**src/hw/tim_pkg.sv**
```systemverilog
// Shared constants and carrier types for the tone and interrupt mask block
package tim_pkg;

	// Register addresses on the serial control bus
	localparam logic [7:0]  ADDR_TONE       = 8'hCD;
	localparam logic [7:0]  ADDR_MASK       = 8'hCE;
	localparam logic [7:0]  ADDR_STATUS     = 8'hC6;
	localparam logic [7:0]  ADDR_PROG       = 8'hC8;

	// Field positions
	localparam int          FREQ_W          = 12;
	localparam int          MASK_GLOBAL_BIT = 15;
	localparam int          STAT_IRQ_BIT    = 15;
	localparam int          STAT_PROG_BIT   = 0;

	// Reset values
	localparam logic [15:0] TONE_RESET      = 16'h0000;
	localparam logic [15:0] MASK_RESET      = 16'h0000;
	localparam logic [15:0] STATUS_RESET    = 16'h0000;

	// Implemented bit positions, others read and act as zero; then the status bits that a read keeps
	localparam logic [15:0] MASK_ASSIGNED   = 16'hBFD9;
	localparam logic [15:0] STAT_ASSIGNED   = 16'hBFF9;
	localparam logic [15:0] STAT_KEEP_READ  = 16'h0001;

	// Serial frame layout
	localparam int          ADDR_BITS       = 8;
	localparam int          DATA_BITS       = 16;

	// Timing
	localparam int          CLK_PERIOD_NS   = 40;
	localparam int          CLK_HZ          = 1_000_000_000 / CLK_PERIOD_NS;
	localparam int          ACC_W           = 25;

	typedef enum logic [1:0] {
		TIM_SER_IDLE = 2'b00,
		TIM_SER_ADDR = 2'b01,
		TIM_SER_DATA = 2'b10
	} tim_ser_state_t;

	typedef struct packed {
		logic sel_n;
		logic sclk;
		logic cmd;
	} tim_ser_t;

	typedef struct packed {
		logic tone_en;
		logic tx_mode;
		logic to_speaker;
		logic to_mod;
	} tim_route_t;

endpackage

```
**src/hw/tim_serial_slave.sv**
```systemverilog
// Serial control bus slave: 8 address bits then 16 data bits, MSB first
`timescale 1ns/1ps

module tim_serial_slave (
	input  wire logic              clk_sys_in,
	input  wire logic              rst_n_in,
	input  wire tim_pkg::tim_ser_t ser_in,
	input  wire logic [15:0]       reply_word_in,
	output logic                   reply_out,
	output logic [7:0]             addr_out,
	output logic [15:0]            data_out,
	output logic                   frame_done_out
);

	tim_pkg::tim_ser_state_t state_r;
	logic        sclk_d_r;
	logic        sel_d_r;
	logic [4:0]  cnt_r;
	logic [15:0] reply_sh_r;
	logic        rise;
	logic        fall;
	logic        sel_end;

	assign rise    = ser_in.sclk & ~sclk_d_r & ~ser_in.sel_n;
	assign fall    = ~ser_in.sclk & sclk_d_r & ~ser_in.sel_n;
	assign sel_end = ser_in.sel_n & ~sel_d_r;
	assign reply_out = reply_sh_r[15];

	always_ff @(posedge clk_sys_in) begin
		if (!rst_n_in) begin
			sclk_d_r <= 1'b0;
			sel_d_r  <= 1'b1;
		end else begin
			sclk_d_r <= ser_in.sclk;
			sel_d_r  <= ser_in.sel_n;
		end
	end

	always_ff @(posedge clk_sys_in) begin
		if (!rst_n_in) begin
			state_r    <= tim_pkg::TIM_SER_IDLE;
			cnt_r      <= 5'h00;
			addr_out   <= 8'h00;
			data_out   <= 16'h0000;
			reply_sh_r <= 16'h0000;
		end else if (ser_in.sel_n) begin
			state_r    <= tim_pkg::TIM_SER_IDLE;
			cnt_r      <= 5'h00;
			reply_sh_r <= 16'h0000;
		end else begin
			case (state_r)
				tim_pkg::TIM_SER_IDLE: begin
					state_r <= tim_pkg::TIM_SER_ADDR;
					cnt_r   <= 5'h00;
				end
				tim_pkg::TIM_SER_ADDR: begin
					if (rise) begin
						addr_out <= {addr_out[6:0], ser_in.cmd};
						if (cnt_r == 5'(tim_pkg::ADDR_BITS - 1)) begin
							state_r <= tim_pkg::TIM_SER_DATA;
							cnt_r   <= 5'h00;
						end else begin
							cnt_r <= cnt_r + 5'h01;
						end
					end
				end
				tim_pkg::TIM_SER_DATA: begin
					// Reply word captured just after the address; its first bit drives at once, later bits shift out on falls
					if (cnt_r == 5'h00 && !rise && !fall && reply_sh_r == 16'h0000)
						reply_sh_r <= reply_word_in;
					if (rise && cnt_r != 5'(tim_pkg::DATA_BITS)) begin
						data_out <= {data_out[14:0], ser_in.cmd};
						cnt_r    <= cnt_r + 5'h01;
					end
					if (fall && cnt_r != 5'h00)
						reply_sh_r <= {reply_sh_r[14:0], 1'b0};
				end
				default: state_r <= tim_pkg::TIM_SER_IDLE;
			endcase
		end
	end

	// A frame counts only when all 24 bits arrived before select rose
	always_ff @(posedge clk_sys_in) begin
		if (!rst_n_in)
			frame_done_out <= 1'b0;
		else
			frame_done_out <= sel_end && state_r == tim_pkg::TIM_SER_DATA
				&& cnt_r == 5'(tim_pkg::DATA_BITS);
	end

endmodule

```
**src/hw/tim_regs.sv**
```systemverilog
// Tone frequency word, interrupt mask, status summary and tone generator
`timescale 1ns/1ps

//////////////////////////////////////////////////////////////////////////////
// How it works
// [RL1] The tone frequency in hertz equals the low 12 bits of the tone word.
// [RL2] A tone is produced only while the mode control tone enable is set.
// [RL3] An enabled tone with frequency zero leaves the output at bias.
// [RL4] The host programs only 300 Hz to 3000 Hz when generating a tone.
// [RL5] The host silences other signalling and sets routing around a tone.
// [RL6] The tone word may be rewritten mid-tone; it applies when the write ends.
// [RL7] The tone routes to the speaker in either mode or to the modulator in transmit.
// [RL8] Mask bit 15 is the global enable; when clear the interrupt pin never asserts.
// [RL9] The host writes zero to mask bit 14 and other unassigned mask bits.
// [RL10] Mask bit 13 gates an interrupt on a rise of status bit 13.
// [RL11] Mask bit 12 gates an interrupt on a rise of status bit 12.
// [RL12] Mask bit 11 gates an interrupt on a rise of status bit 11.
// [RL13] Mask bits 10, 9 and 8 gate the status bits at the same positions.
// [RL14] Mask bits 7, 6, 4, 3 and 0 gate the status bits at the same positions.
// [RL15] A status change sets summary bit 15 only when its mask bit is set.
// [RL16] The interrupt pin asserts low when summary and global mask are both set.
// [RL17] A status read clears bits 1 to 15; bit 0 clears on a programming write.
module tim_regs (
	input  wire logic                clk_sys_in,
	input  wire logic                rst_n_in,
	input  wire tim_pkg::tim_ser_t   ser_in,
	input  wire tim_pkg::tim_route_t route_in,
	input  wire logic [15:0]         status_set_in,
	output logic                     reply_out,
	output logic                     interrupt_request_pin_n_out,
	output logic                     speaker_tone_out,
	output logic                     modulator_outputs_tone_out,
	output logic                     tone_bias_out,
	output logic [15:0]              status_out
);

	logic [7:0]  addr;
	logic [15:0] wdata;
	logic        frame_done;
	logic        reply_bit;
	logic [15:0] tone_word_r;
	logic [15:0] mask_r;
	logic [15:0] status_r;
	logic [15:0] status_nxt;
	logic [15:0] ev;
	logic        wr_tone;
	logic        wr_mask;
	logic        wr_prog;
	logic        rd_status;
	logic [tim_pkg::ACC_W-1:0] acc_r;
	logic [tim_pkg::ACC_W-1:0] sum;
	logic        wave_r;
	logic        tone_on;
	logic        wrap;
	logic        irq_cond;
	logic [15:0] set_ok;
	logic [tim_pkg::ACC_W-1:0] step;

	// Accumulator wraps at the clock rate; its width leaves headroom above
	// that rate, so adding a full step to any kept value cannot overflow
	localparam int                        WRAP_I = tim_pkg::CLK_HZ;
	localparam logic [tim_pkg::ACC_W-1:0] WRAP   = WRAP_I[tim_pkg::ACC_W-1:0];

	//////////////////////////////////////////////////////////////////////////
	// Serial bus

	// The reply shifter takes the status word just after the address, and the
	// read clear lands at frame end: a flag in bits 1 to 15 raised in between is
	// never seen by the host, which is the price of clearing on the whole frame
	tim_serial_slave u_ser (
		.clk_sys_in     (clk_sys_in),
		.rst_n_in       (rst_n_in),
		.ser_in         (ser_in),
		.reply_word_in  (status_r),
		.reply_out      (reply_bit),
		.addr_out       (addr),
		.data_out       (wdata),
		.frame_done_out (frame_done)
	);

	assign reply_out = reply_bit;

	function automatic logic hit(input logic [7:0] a, input logic [7:0] ref_a);
		hit = (a == ref_a);
	endfunction

	// Acting only at frame end makes a new frequency take hold after the write
	assign wr_tone   = frame_done & hit(addr, tim_pkg::ADDR_TONE);      // [RL6]
	assign wr_mask   = frame_done & hit(addr, tim_pkg::ADDR_MASK);
	assign wr_prog   = frame_done & hit(addr, tim_pkg::ADDR_PROG);
	assign rd_status = frame_done & hit(addr, tim_pkg::ADDR_STATUS);

	//////////////////////////////////////////////////////////////////////////
	// Write-only registers

	always_ff @(posedge clk_sys_in) begin
		if (!rst_n_in)
			tone_word_r <= tim_pkg::TONE_RESET;
		else if (wr_tone)
			tone_word_r <= wdata;                                          // [RL6]
	end

	// Unassigned positions are dropped on entry, so no stray bit gates a source
	always_ff @(posedge clk_sys_in) begin
		if (!rst_n_in)
			mask_r <= tim_pkg::MASK_RESET;
		else if (wr_mask)
			mask_r <= wdata & tim_pkg::MASK_ASSIGNED;                      // [RL9]
	end

	//////////////////////////////////////////////////////////////////////////
	// Status and interrupt summary

	// One gate per status position. The summary position is left out of both
	// vectors so that only the gated events below can ever set it.
	for (genvar gi = 0; gi < 16; gi++) begin : g_gate
		if (gi == tim_pkg::STAT_IRQ_BIT) begin : g_sum
			assign set_ok[gi] = 1'b0;
			assign ev[gi]     = 1'b0;
		end else begin : g_flag
			// Reserved positions read as zero and can never raise the pin
			assign set_ok[gi] = status_set_in[gi] & tim_pkg::STAT_ASSIGNED[gi];
			assign ev[gi]     = set_ok[gi] & mask_r[gi];  // [RL10] [RL11] [RL12] [RL13] [RL14]
		end
	end

	always_comb begin
		status_nxt = status_r;
		if (rd_status)
			status_nxt = status_nxt & tim_pkg::STAT_KEEP_READ;             // [RL17]
		if (wr_prog)
			status_nxt[tim_pkg::STAT_PROG_BIT] = 1'b0;                     // [RL17]
		// Sets are applied last so a coincident event survives the clear
		status_nxt = status_nxt | set_ok;
		if (|ev)
			status_nxt[tim_pkg::STAT_IRQ_BIT] = 1'b1;                      // [RL15]
	end

	always_ff @(posedge clk_sys_in) begin
		if (!rst_n_in)
			status_r <= tim_pkg::STATUS_RESET;
		else
			status_r <= status_nxt;
	end

	assign status_out = status_r;

	// The global enable gates only the pin: a summary bit set under a clear
	// global enable still stands in the status word for the host to poll
	assign irq_cond = status_r[tim_pkg::STAT_IRQ_BIT]
		& mask_r[tim_pkg::MASK_GLOBAL_BIT];                               // [RL8] [RL16]

	always_ff @(posedge clk_sys_in) begin
		if (!rst_n_in)
			interrupt_request_pin_n_out <= 1'b1;
		else
			interrupt_request_pin_n_out <= ~irq_cond;                      // [RL16]
	end

	//////////////////////////////////////////////////////////////////////////
	// Tone generator

	// Zero frequency keeps bias even while enabled
	assign tone_on = route_in.tone_en
		&& tone_word_r[tim_pkg::FREQ_W-1:0] != 12'h000;                   // [RL2] [RL3]

	// Adds twice the frequency per cycle and wraps at the clock rate: each
	// wrap is a half period, so the mean rate is exact at 1 Hz per step
	assign step = {12'h000, tone_word_r[tim_pkg::FREQ_W-1:0], 1'b0};         // [RL1]
	assign sum  = acc_r + step;

	// A retune keeps the accumulator, so the pitch changes without a phase
	// jump; a stop clears it so every tone starts from the same point
	assign wrap = sum >= WRAP;

	always_ff @(posedge clk_sys_in) begin
		if (!rst_n_in)
			acc_r <= '0;
		else if (!tone_on)
			acc_r <= '0;
		else if (wrap)
			acc_r <= sum - WRAP;                                           // [RL1]
		else
			acc_r <= sum;
	end

	always_ff @(posedge clk_sys_in) begin
		if (!rst_n_in)
			wave_r <= 1'b0;
		else if (!tone_on)
			wave_r <= 1'b0;
		else if (wrap)
			wave_r <= ~wave_r;                                             // [RL1]
	end

	always_ff @(posedge clk_sys_in) begin
		if (!rst_n_in)
			speaker_tone_out <= 1'b0;
		else
			speaker_tone_out <= tone_on & route_in.to_speaker & wave_r;        // [RL7]
	end

	// The modulator path carries the tone only in transmit
	always_ff @(posedge clk_sys_in) begin
		if (!rst_n_in)
			modulator_outputs_tone_out <= 1'b0;
		else
			modulator_outputs_tone_out <= tone_on & route_in.to_mod
				& route_in.tx_mode & wave_r;                                   // [RL7]
	end

	always_ff @(posedge clk_sys_in) begin
		if (!rst_n_in)
			tone_bias_out <= 1'b1;
		else
			tone_bias_out <= ~tone_on;                                     // [RL3]
	end

endmodule

```
**config.mk**
```make
export PLATFORM = sky130hd
export DESIGN_NAME = tim_regs
export DESIGN_NICKNAME = d
export VERILOG_FILES = /design/src/hw/tim_pkg.sv /design/src/hw/tim_serial_slave.sv /design/src/hw/tim_regs.sv
export SDC_FILE = /design/constraint.sdc
export NUM_CORES = 1
export LEC_CHECK = 0
export BUFFER_PORTS_ARGS = -buffer_cell sky130_fd_sc_hd__buf_4
export CAP_MARGIN = 5
export CORE_ASPECT_RATIO = 0.5
export CORE_MARGIN = 8
export CORE_UTILIZATION = 50
export DETAILED_ROUTE_END_ITERATION = 10
export PLACE_DENSITY = 0.71
export REMOVE_ABC_BUFFERS = 1
export SLEW_MARGIN = 20
export SYNTH_ARGS = -nofsm -noshare
export SYNTH_HDL_FRONTEND = slang
export SYNTH_SLANG_ARGS = --single-unit
```
**constraint.sdc**
```tcl
create_clock -name clk_sys_in -period 3.2 [get_ports clk_sys_in]
set_input_delay 0.64 -clock clk_sys_in [delete_from_list [all_inputs] [get_ports clk_sys_in]]
set_output_delay 0.64 -clock clk_sys_in [all_outputs]
set_load 0.05 [all_outputs]
```
Word-level counts from Yosys, hierarchy flattened
Index checks and enable logic that the tools add are counted.
{"block": "totals", "in_bits": 25, "ff_bits": 120, "output_inout_bits": 21}
{"block": "classes", "mux": 13, "eq_ne": 12, "bitwise_logic": 36, "n_addsub": 3, "order_cmp": 1, "n_reduce_logical": 25}
{"op": "16-bit two-way mux", "n": 3}
{"op": "8-bit == test (second input constant)", "n": 4}
{"op": "1-bit bitwise AND", "n": 26}
{"op": "25-bit by 13-bit adder with 25-bit output", "n": 1}
{"op": "25-bit >= comparator (second input constant)", "n": 1}
{"op": "25-bit two-way mux", "n": 1}
{"op": "25-bit subtractor (second input constant)", "n": 1}
{"op": "16-bit zero test", "n": 1}
{"op": "16-bit by 14-bit OR with 16-bit output", "n": 1}
{"op": "5-bit two-way mux", "n": 3}
{"op": "5-bit case mux with 3 select lines", "n": 1}
{"op": "3-bit AND reduction", "n": 4}
{"op": "12-bit nonzero test", "n": 1}
{"op": "11-bit OR reduction", "n": 1}
{"op": "1-bit NOT", "n": 9}
{"op": "1-bit logical AND", "n": 8}
{"op": "2-bit by 1-bit != test with 1-bit output (second input constant)", "n": 3}
{"op": "2-bit case mux with 3 select lines", "n": 1}
{"op": "5-bit by 1-bit adder with 5-bit output (second input constant)", "n": 1}
{"op": "5-bit by 3-bit == test with 1-bit output (second input constant)", "n": 1}
{"op": "5-bit == test (second input constant)", "n": 1}
{"op": "5-bit zero test", "n": 1}
{"op": "5-bit != test (second input constant)", "n": 1}
{"op": "5-bit nonzero test", "n": 1}
{"op": "10 further kinds", "n": 14}

Depth between registers and ports, before layout
{"block": "depth", "word_depth": 9, "depth_mapped": 13}

Hierarchy
From an unflattened synthesis, not the netlist that was laid out.
{"block": "unflattened", "hier_cells": 723, "area_unflattened_um2": 6501.2}
{"module": "tim_regs", "cells_each": 459, "n_inst": 1, "area_per_inst_um2": 4055.1}
{"module": "tim_serial_slave", "cells_each": 264, "n_inst": 1, "area_per_inst_um2": 2446.1}

Worst setup path after synthesis
OpenSTA, ideal clock, no wires.
{"block": "synth_timing", "kind": "reg-to-reg", "start": "reg tone_word_r[0]", "end": "reg acc_r[18] (netlist name)", "setup_ns": 0.115, "path_stages_with_launch": 12, "n_path_buf": 0, "arrival_time_ns": 3.279, "setup_slack_ns": -0.195, "synth_period_minus_slack_ns": 3.395, "path_cell_list": "dfxtp_1 ha_1 fa_1 a21oi_1 o211ai_1 a221oi_2 xnor2_1 o211ai_2 o311a_1 o21a_2 or4_1 and3_1"}
{"block": "synth_via", "elab_chain_cells": 3, "elab_cells_between_ends": 7, "cone_classes": "2 x add/sub; 1 x order compare; 1 x mux; 3 x reduce/logical"}
{"element": "start, declared", "line_no": "tim_regs.sv:41", "text": "logic [15:0] tone_word_r;"}
{"element": "start signal, assigned", "line_no": "tim_regs.sv:98", "text": "tone_word_r <= tim_pkg::TONE_RESET;"}
{"element": "start signal, assigned", "line_no": "tim_regs.sv:100", "text": "tone_word_r <= wdata;"}
{"element": "25-bit by 13-bit adder with 25-bit output / 12-bit nonzero test (equally long branches)", "line_no": "tim_regs.sv:170, tim_regs.sv:165"}
{"element": "25-bit subtractor, or another cell as far along", "line_no": "tim_regs.sv:182", "text": "acc_r <= sum - WRAP;"}
{"element": "25-bit two-way mux / 2-bit AND reduction (equally long branches)"}
{"element": "end signal, assigned", "line_no": "tim_regs.sv:182"}
{"element": "end signal, assigned", "line_no": "tim_regs.sv:184", "text": "acc_r <= sum;"}
{"element": "end, declared", "line_no": "tim_regs.sv:50", "text": "logic [tim_pkg::ACC_W-1:0] acc_r;"}
Parallel ways exist; a longest one is shown, timed or not.
A chain may end at the register's enable or synchronous reset.

Worst setup path after layout
{"block": "layout_timing", "start": "reg tone_word_r[1]", "end": "reg acc_r[18] (netlist name)"}
The elaborated chain is that of the path after synthesis.

==> impl_metrics.csv <==
group,metric,value,unit
timing,finalWorstSetupSlack,-0.0439,ns
timing,rsz0062_at_grt,"yes",
placement,place_area,6850,um^2
drt,routed-via-count,5166,
power,p_leak,2.96,nW
finish,diodes,0,
power,ir_worst_vdd,0.331,mV
global_route,grt_max_degree,66,
finish,layout.nets,818,
clock_tree,cts_buffer_depth,2,
floorplanning,coreArea,11700,um^2
timing,maxSlewViolCount,0,
worst_setup_path,crit_required,3.50,ns
status,status,"finished, violations left",
min_path,hold_class,"flip-flop to flip-flop",
yosys,synth-compound-area-share,0.193,
clock_tree,cts_tree,"built",
worst_setup_path,cp_max_fo,6,
yosys,synth-main-ff-cell,"dfxtp_1",
finish,fillers,942,
yosys,synth-xor-area-share,0.0365,
floorplanning,io-pin-count,46,
global_route,gr-usage-met3,0.0387,
yosys,seq_area_frac_synth,0.388,
placement,port_buffers,38,
global_route,antenna_found_initial,0,
global_route,overflow,0,
clock_tree,cts_hold_buf,0,
drt,viasPerCell,5.43,
clock_tree,clock_sinks,116,
timing,period_share,1.01,
yosys,synth.distinct_cells,74,
drt,wirelength,14.5,mm
global_route,gr-usage-met2,0.318,
timing,slew_headroom,0.393,
status,violations,"setup timing",
finish,drive_gt1_frac,0.271,
finish,syn2layout_area_growth,30.3,%
yosys,async_reset_ff_frac,0,
drt,dr.pass1.iters,4,
clock_tree,cts_made_buffers,17,
drt,drt_iter0_markers,323,
timing,fmax,0.308,GHz
yosys,synth_top_family_by_area,"simple AND/OR/NAND/NOR gates",
timing,period_minus_slack,3.24,ns
drt,ant_nets,0,
power,power.density,438,nW/um^2
yosys,ys_warn_count,0,
clock_tree,cts_root_buf,"clkbuf_16",
drt,drc,0,
finish,multi_input_area,3740,um^2
placement,hpwlAfterDp,9.88,mm
worst_setup_path,startpoint_type,"flip-flop",
timing,worst-slew-pin-transition,0.911,ns
global_route,grt_use_total,0.182,
yosys,avgSynthCellArea,8.91,um^2
drt,drt-wirelength-per-cell,15.3,um
yosys,ys_ff_latch,116,
timing,setup_violations,4,
yosys,syn_inst,672,
placement,place_congestion,0.864,
clock_tree,clkLatencyLatePin,0.41,ns
placement,preCtsSetupSlack,-0.279,ns
finish,seq_area,2330,um^2
global_route,grt_pass1_vias,5053,
global_route,grt_busiest_layer,"met2",
floorplanning,chipWidth,171,um
timing,skew,0.0120,ns
floorplanning,die_y,93.4,um
yosys,synth_edf_count,0,
yosys,synth_area,5990,um^2
job,cap_violations,0,
global_route,grt_util_met1,0.222,
floorplanning,die_area,16000,um^2
floorplanning,rows,28,
worst_setup_path,path_class,"flip-flop to flip-flop",
finish,fin_area,7800,um^2
worst_setup_path,crit_path_end_kind,"flip-flop",
floorplanning,initial_utilization,0.510,
clock_tree,htree_num_levels,4,
yosys,synthSimpleGateAreaFrac,0.235,
timing,hold_violations,0,
global_route,grt_pass1_wl,23.9,mm
clock_tree,clkTransAtPathRegs,0.06,ns
yosys,synth_mux_area_frac,0.0652,
yosys,synthAdderAreaFrac,0.0430,
worst_setup_path,cp.arrival,3.54,ns
==> registers in the layout (all words and copies together) (netlist names) <==
register                     cells
interrupt_request_pin_n_out      1
u_ser.data_out                  16
speaker_tone_out                 1
u_ser.state_r                    2
tone_bias_out                    1
u_ser.reply_sh_r                16
acc_r                           24
u_ser.addr_out                   8
u_ser.frame_done_out             1
modulator_outputs_tone_out       1
wave_r                           1
u_ser.cnt_r                      5
mask_r                          12
status_out                      13
tone_word_r                     12
u_ser.sclk_d_r                   1
u_ser.sel_d_r                    1
==> report_power, final <==
group          internal (mW)  switching (mW)  leakage, nW
logic                 0.0548          0.0894         1.74
clock network           1.10           0.703        0.274
registers               1.46          0.0130        0.941
total                   2.61           0.806         2.96
==> synth_stat cells (7+ instances only) <==
cell type | number | area, um^2
a211oi_1 | 14 | 105
a21boi_0 | 24 | 180
a21oi_1 | 41 | 205
and2_1 | 9 | 56.3
clkbuf_1 | 22 | 82.6
dfxtp_1 | 116 | 2320
ha_1 | 19 | 238
inv_1 | 13 | 48.8
mux2i_1 | 39 | 390
nand2_1 | 81 | 304
nand3_1 | 16 | 80.1
nor2_1 | 42 | 158
nor2b_1 | 40 | 250
nor3_1 | 15 | 75.1
nor3b_1 | 7 | 52.6
nor4_1 | 13 | 81.3
o21ai_0 | 8 | 40.0
o31ai_1 | 9 | 67.6
xnor2_1 | 20 | 175
==> placed cells by master, fill, tap and decap left out, types with 5 or more instances in the layout <==
master | Yosys | routed
a21boi_0 | 24 | 24
clkinv_4 | 0 | 7
inv_1 | 13 | 13
xor2_1 | 5 | 5
nor2_1 | 42 | 42
nand4_1 | 5 | 5
and3_1 | 5 | 5
nor2b_1 | 40 | 40
dfxtp_1 | 116 | 113
a211oi_1 | 14 | 14
nand3_1 | 16 | 16
a21oi_2 | 0 | 8
nor3_1 | 15 | 12
nor4_1 | 13 | 8
or3_1 | 5 | 5
buf_4 | 4 | 113
nand2b_1 | 5 | 5
and2_1 | 9 | 9
o21ai_0 | 8 | 8
buf_6 | 3 | 5
a21o_1 | 5 | 5
mux2i_1 | 39 | 39
ha_1 | 19 | 13
a21oi_1 | 41 | 33
nor3b_1 | 7 | 5
nand2_1 | 81 | 80
xnor2_1 | 20 | 18
clkbuf_16 | 0 | 17
==> cell type report <==
| cell class | instances | area share |
|---|---|---|
| clock inverters | 13 | 0.0165 |
| multi-input cells | 507 | 0.480 |
| well taps | 165 | 0.0265 |
| flip-flops and latches | 116 | 0.298 |
| clock buffers | 19 | 0.0568 |
| repair buffers | 118 | 0.116 |
| inverters | 13 | 0.00625 |
==> layer usage <==
metal  wire (um)  share of wire  up-vias
met5           0              0        -
met3         494          0.034       16
met2        7100           0.49       75
met4         169          0.012        0
met1        6760           0.47     2458
li1            -              -     2617
==> kinds of logic after synthesis <==
kind of cell | Yosys count
xor gates and xnor gates | 25
other | 1
buffers and inverters | 51
AOI/OAI and AO/OA | 152
adders and majority gates | 20
DFF | 116
muxes | 39
and+or+nand+nor | 268
==> stage by stage <==
| step | setup TNS, ns | util | power, mW | std cells | hold slack (ns) |
|---|---|---|---|---|---|
| 6_report | -0.0968 | 0.665 | 3.42 | 951 | 0.393 |
| 5_1_grt | -1.77 | 0.665 | 3.53 | 951 | 0.409 |
| 4_1_cts | -0.0614 | 0.649 | 3.45 | 949 | 0.399 |
| 3_5_place_dp | -2.19 | 0.584 | 1.65 | 912 | 0.379 |
| 3_3_place_gp | -1.24 | 0.584 | 1.64 | 912 | 0.378 |
| 2_1_floorplan | -0.503 | - | 1.58 | 636 | 0.367 |
==> worst max-delay path, cell delays in order (launching register included) <==
cell and delay [ns]:
dfxtp_4 0.36, ha_4 0.24, a21oi_2 0.12, buf_4 0.13
o211ai_4 0.12, a2111o_1 0.45, a31oi_4 0.20, a41oi_2 0.18
a2111oi_4 0.50, o21ai_4 0.13, or4_1 0.50, and3_1 0.18
==> repair_timing <==
| item | CTS | global route |
|---|---|---|
| endpoints found under the hold margin | 0 | 0 |
| gates resized for setup | 28 | 31 |
| setup buffers | 5 | 2 |
| pin swaps | 13 | 19 |
| setup endpoints to repair | 19 | 20 |
==> worst paths after layout <==
check | startpoint | end | slack [ns] | cells past startpoint
setup reg to reg | tone_word_r[1]$_SDFFE_PN0P_ | acc_r[18]$_SDFF_PN0_ | -0.04 | 11
hold reg to reg | mask_r[15]$_SDFFE_PN0P_ | interrupt_request_pin_n_out$_SDFF_PN1_ | 0.39 | 1
hold / removal | mask_r[15]$_SDFFE_PN0P_ | interrupt_request_pin_n_out$_SDFF_PN1_ | 0.39 | 1
setup / recovery | tone_word_r[1]$_SDFFE_PN0P_ | acc_r[18]$_SDFF_PN0_ | -0.04 | 11
Note: power is estimated with default switching activity, not from simulation.
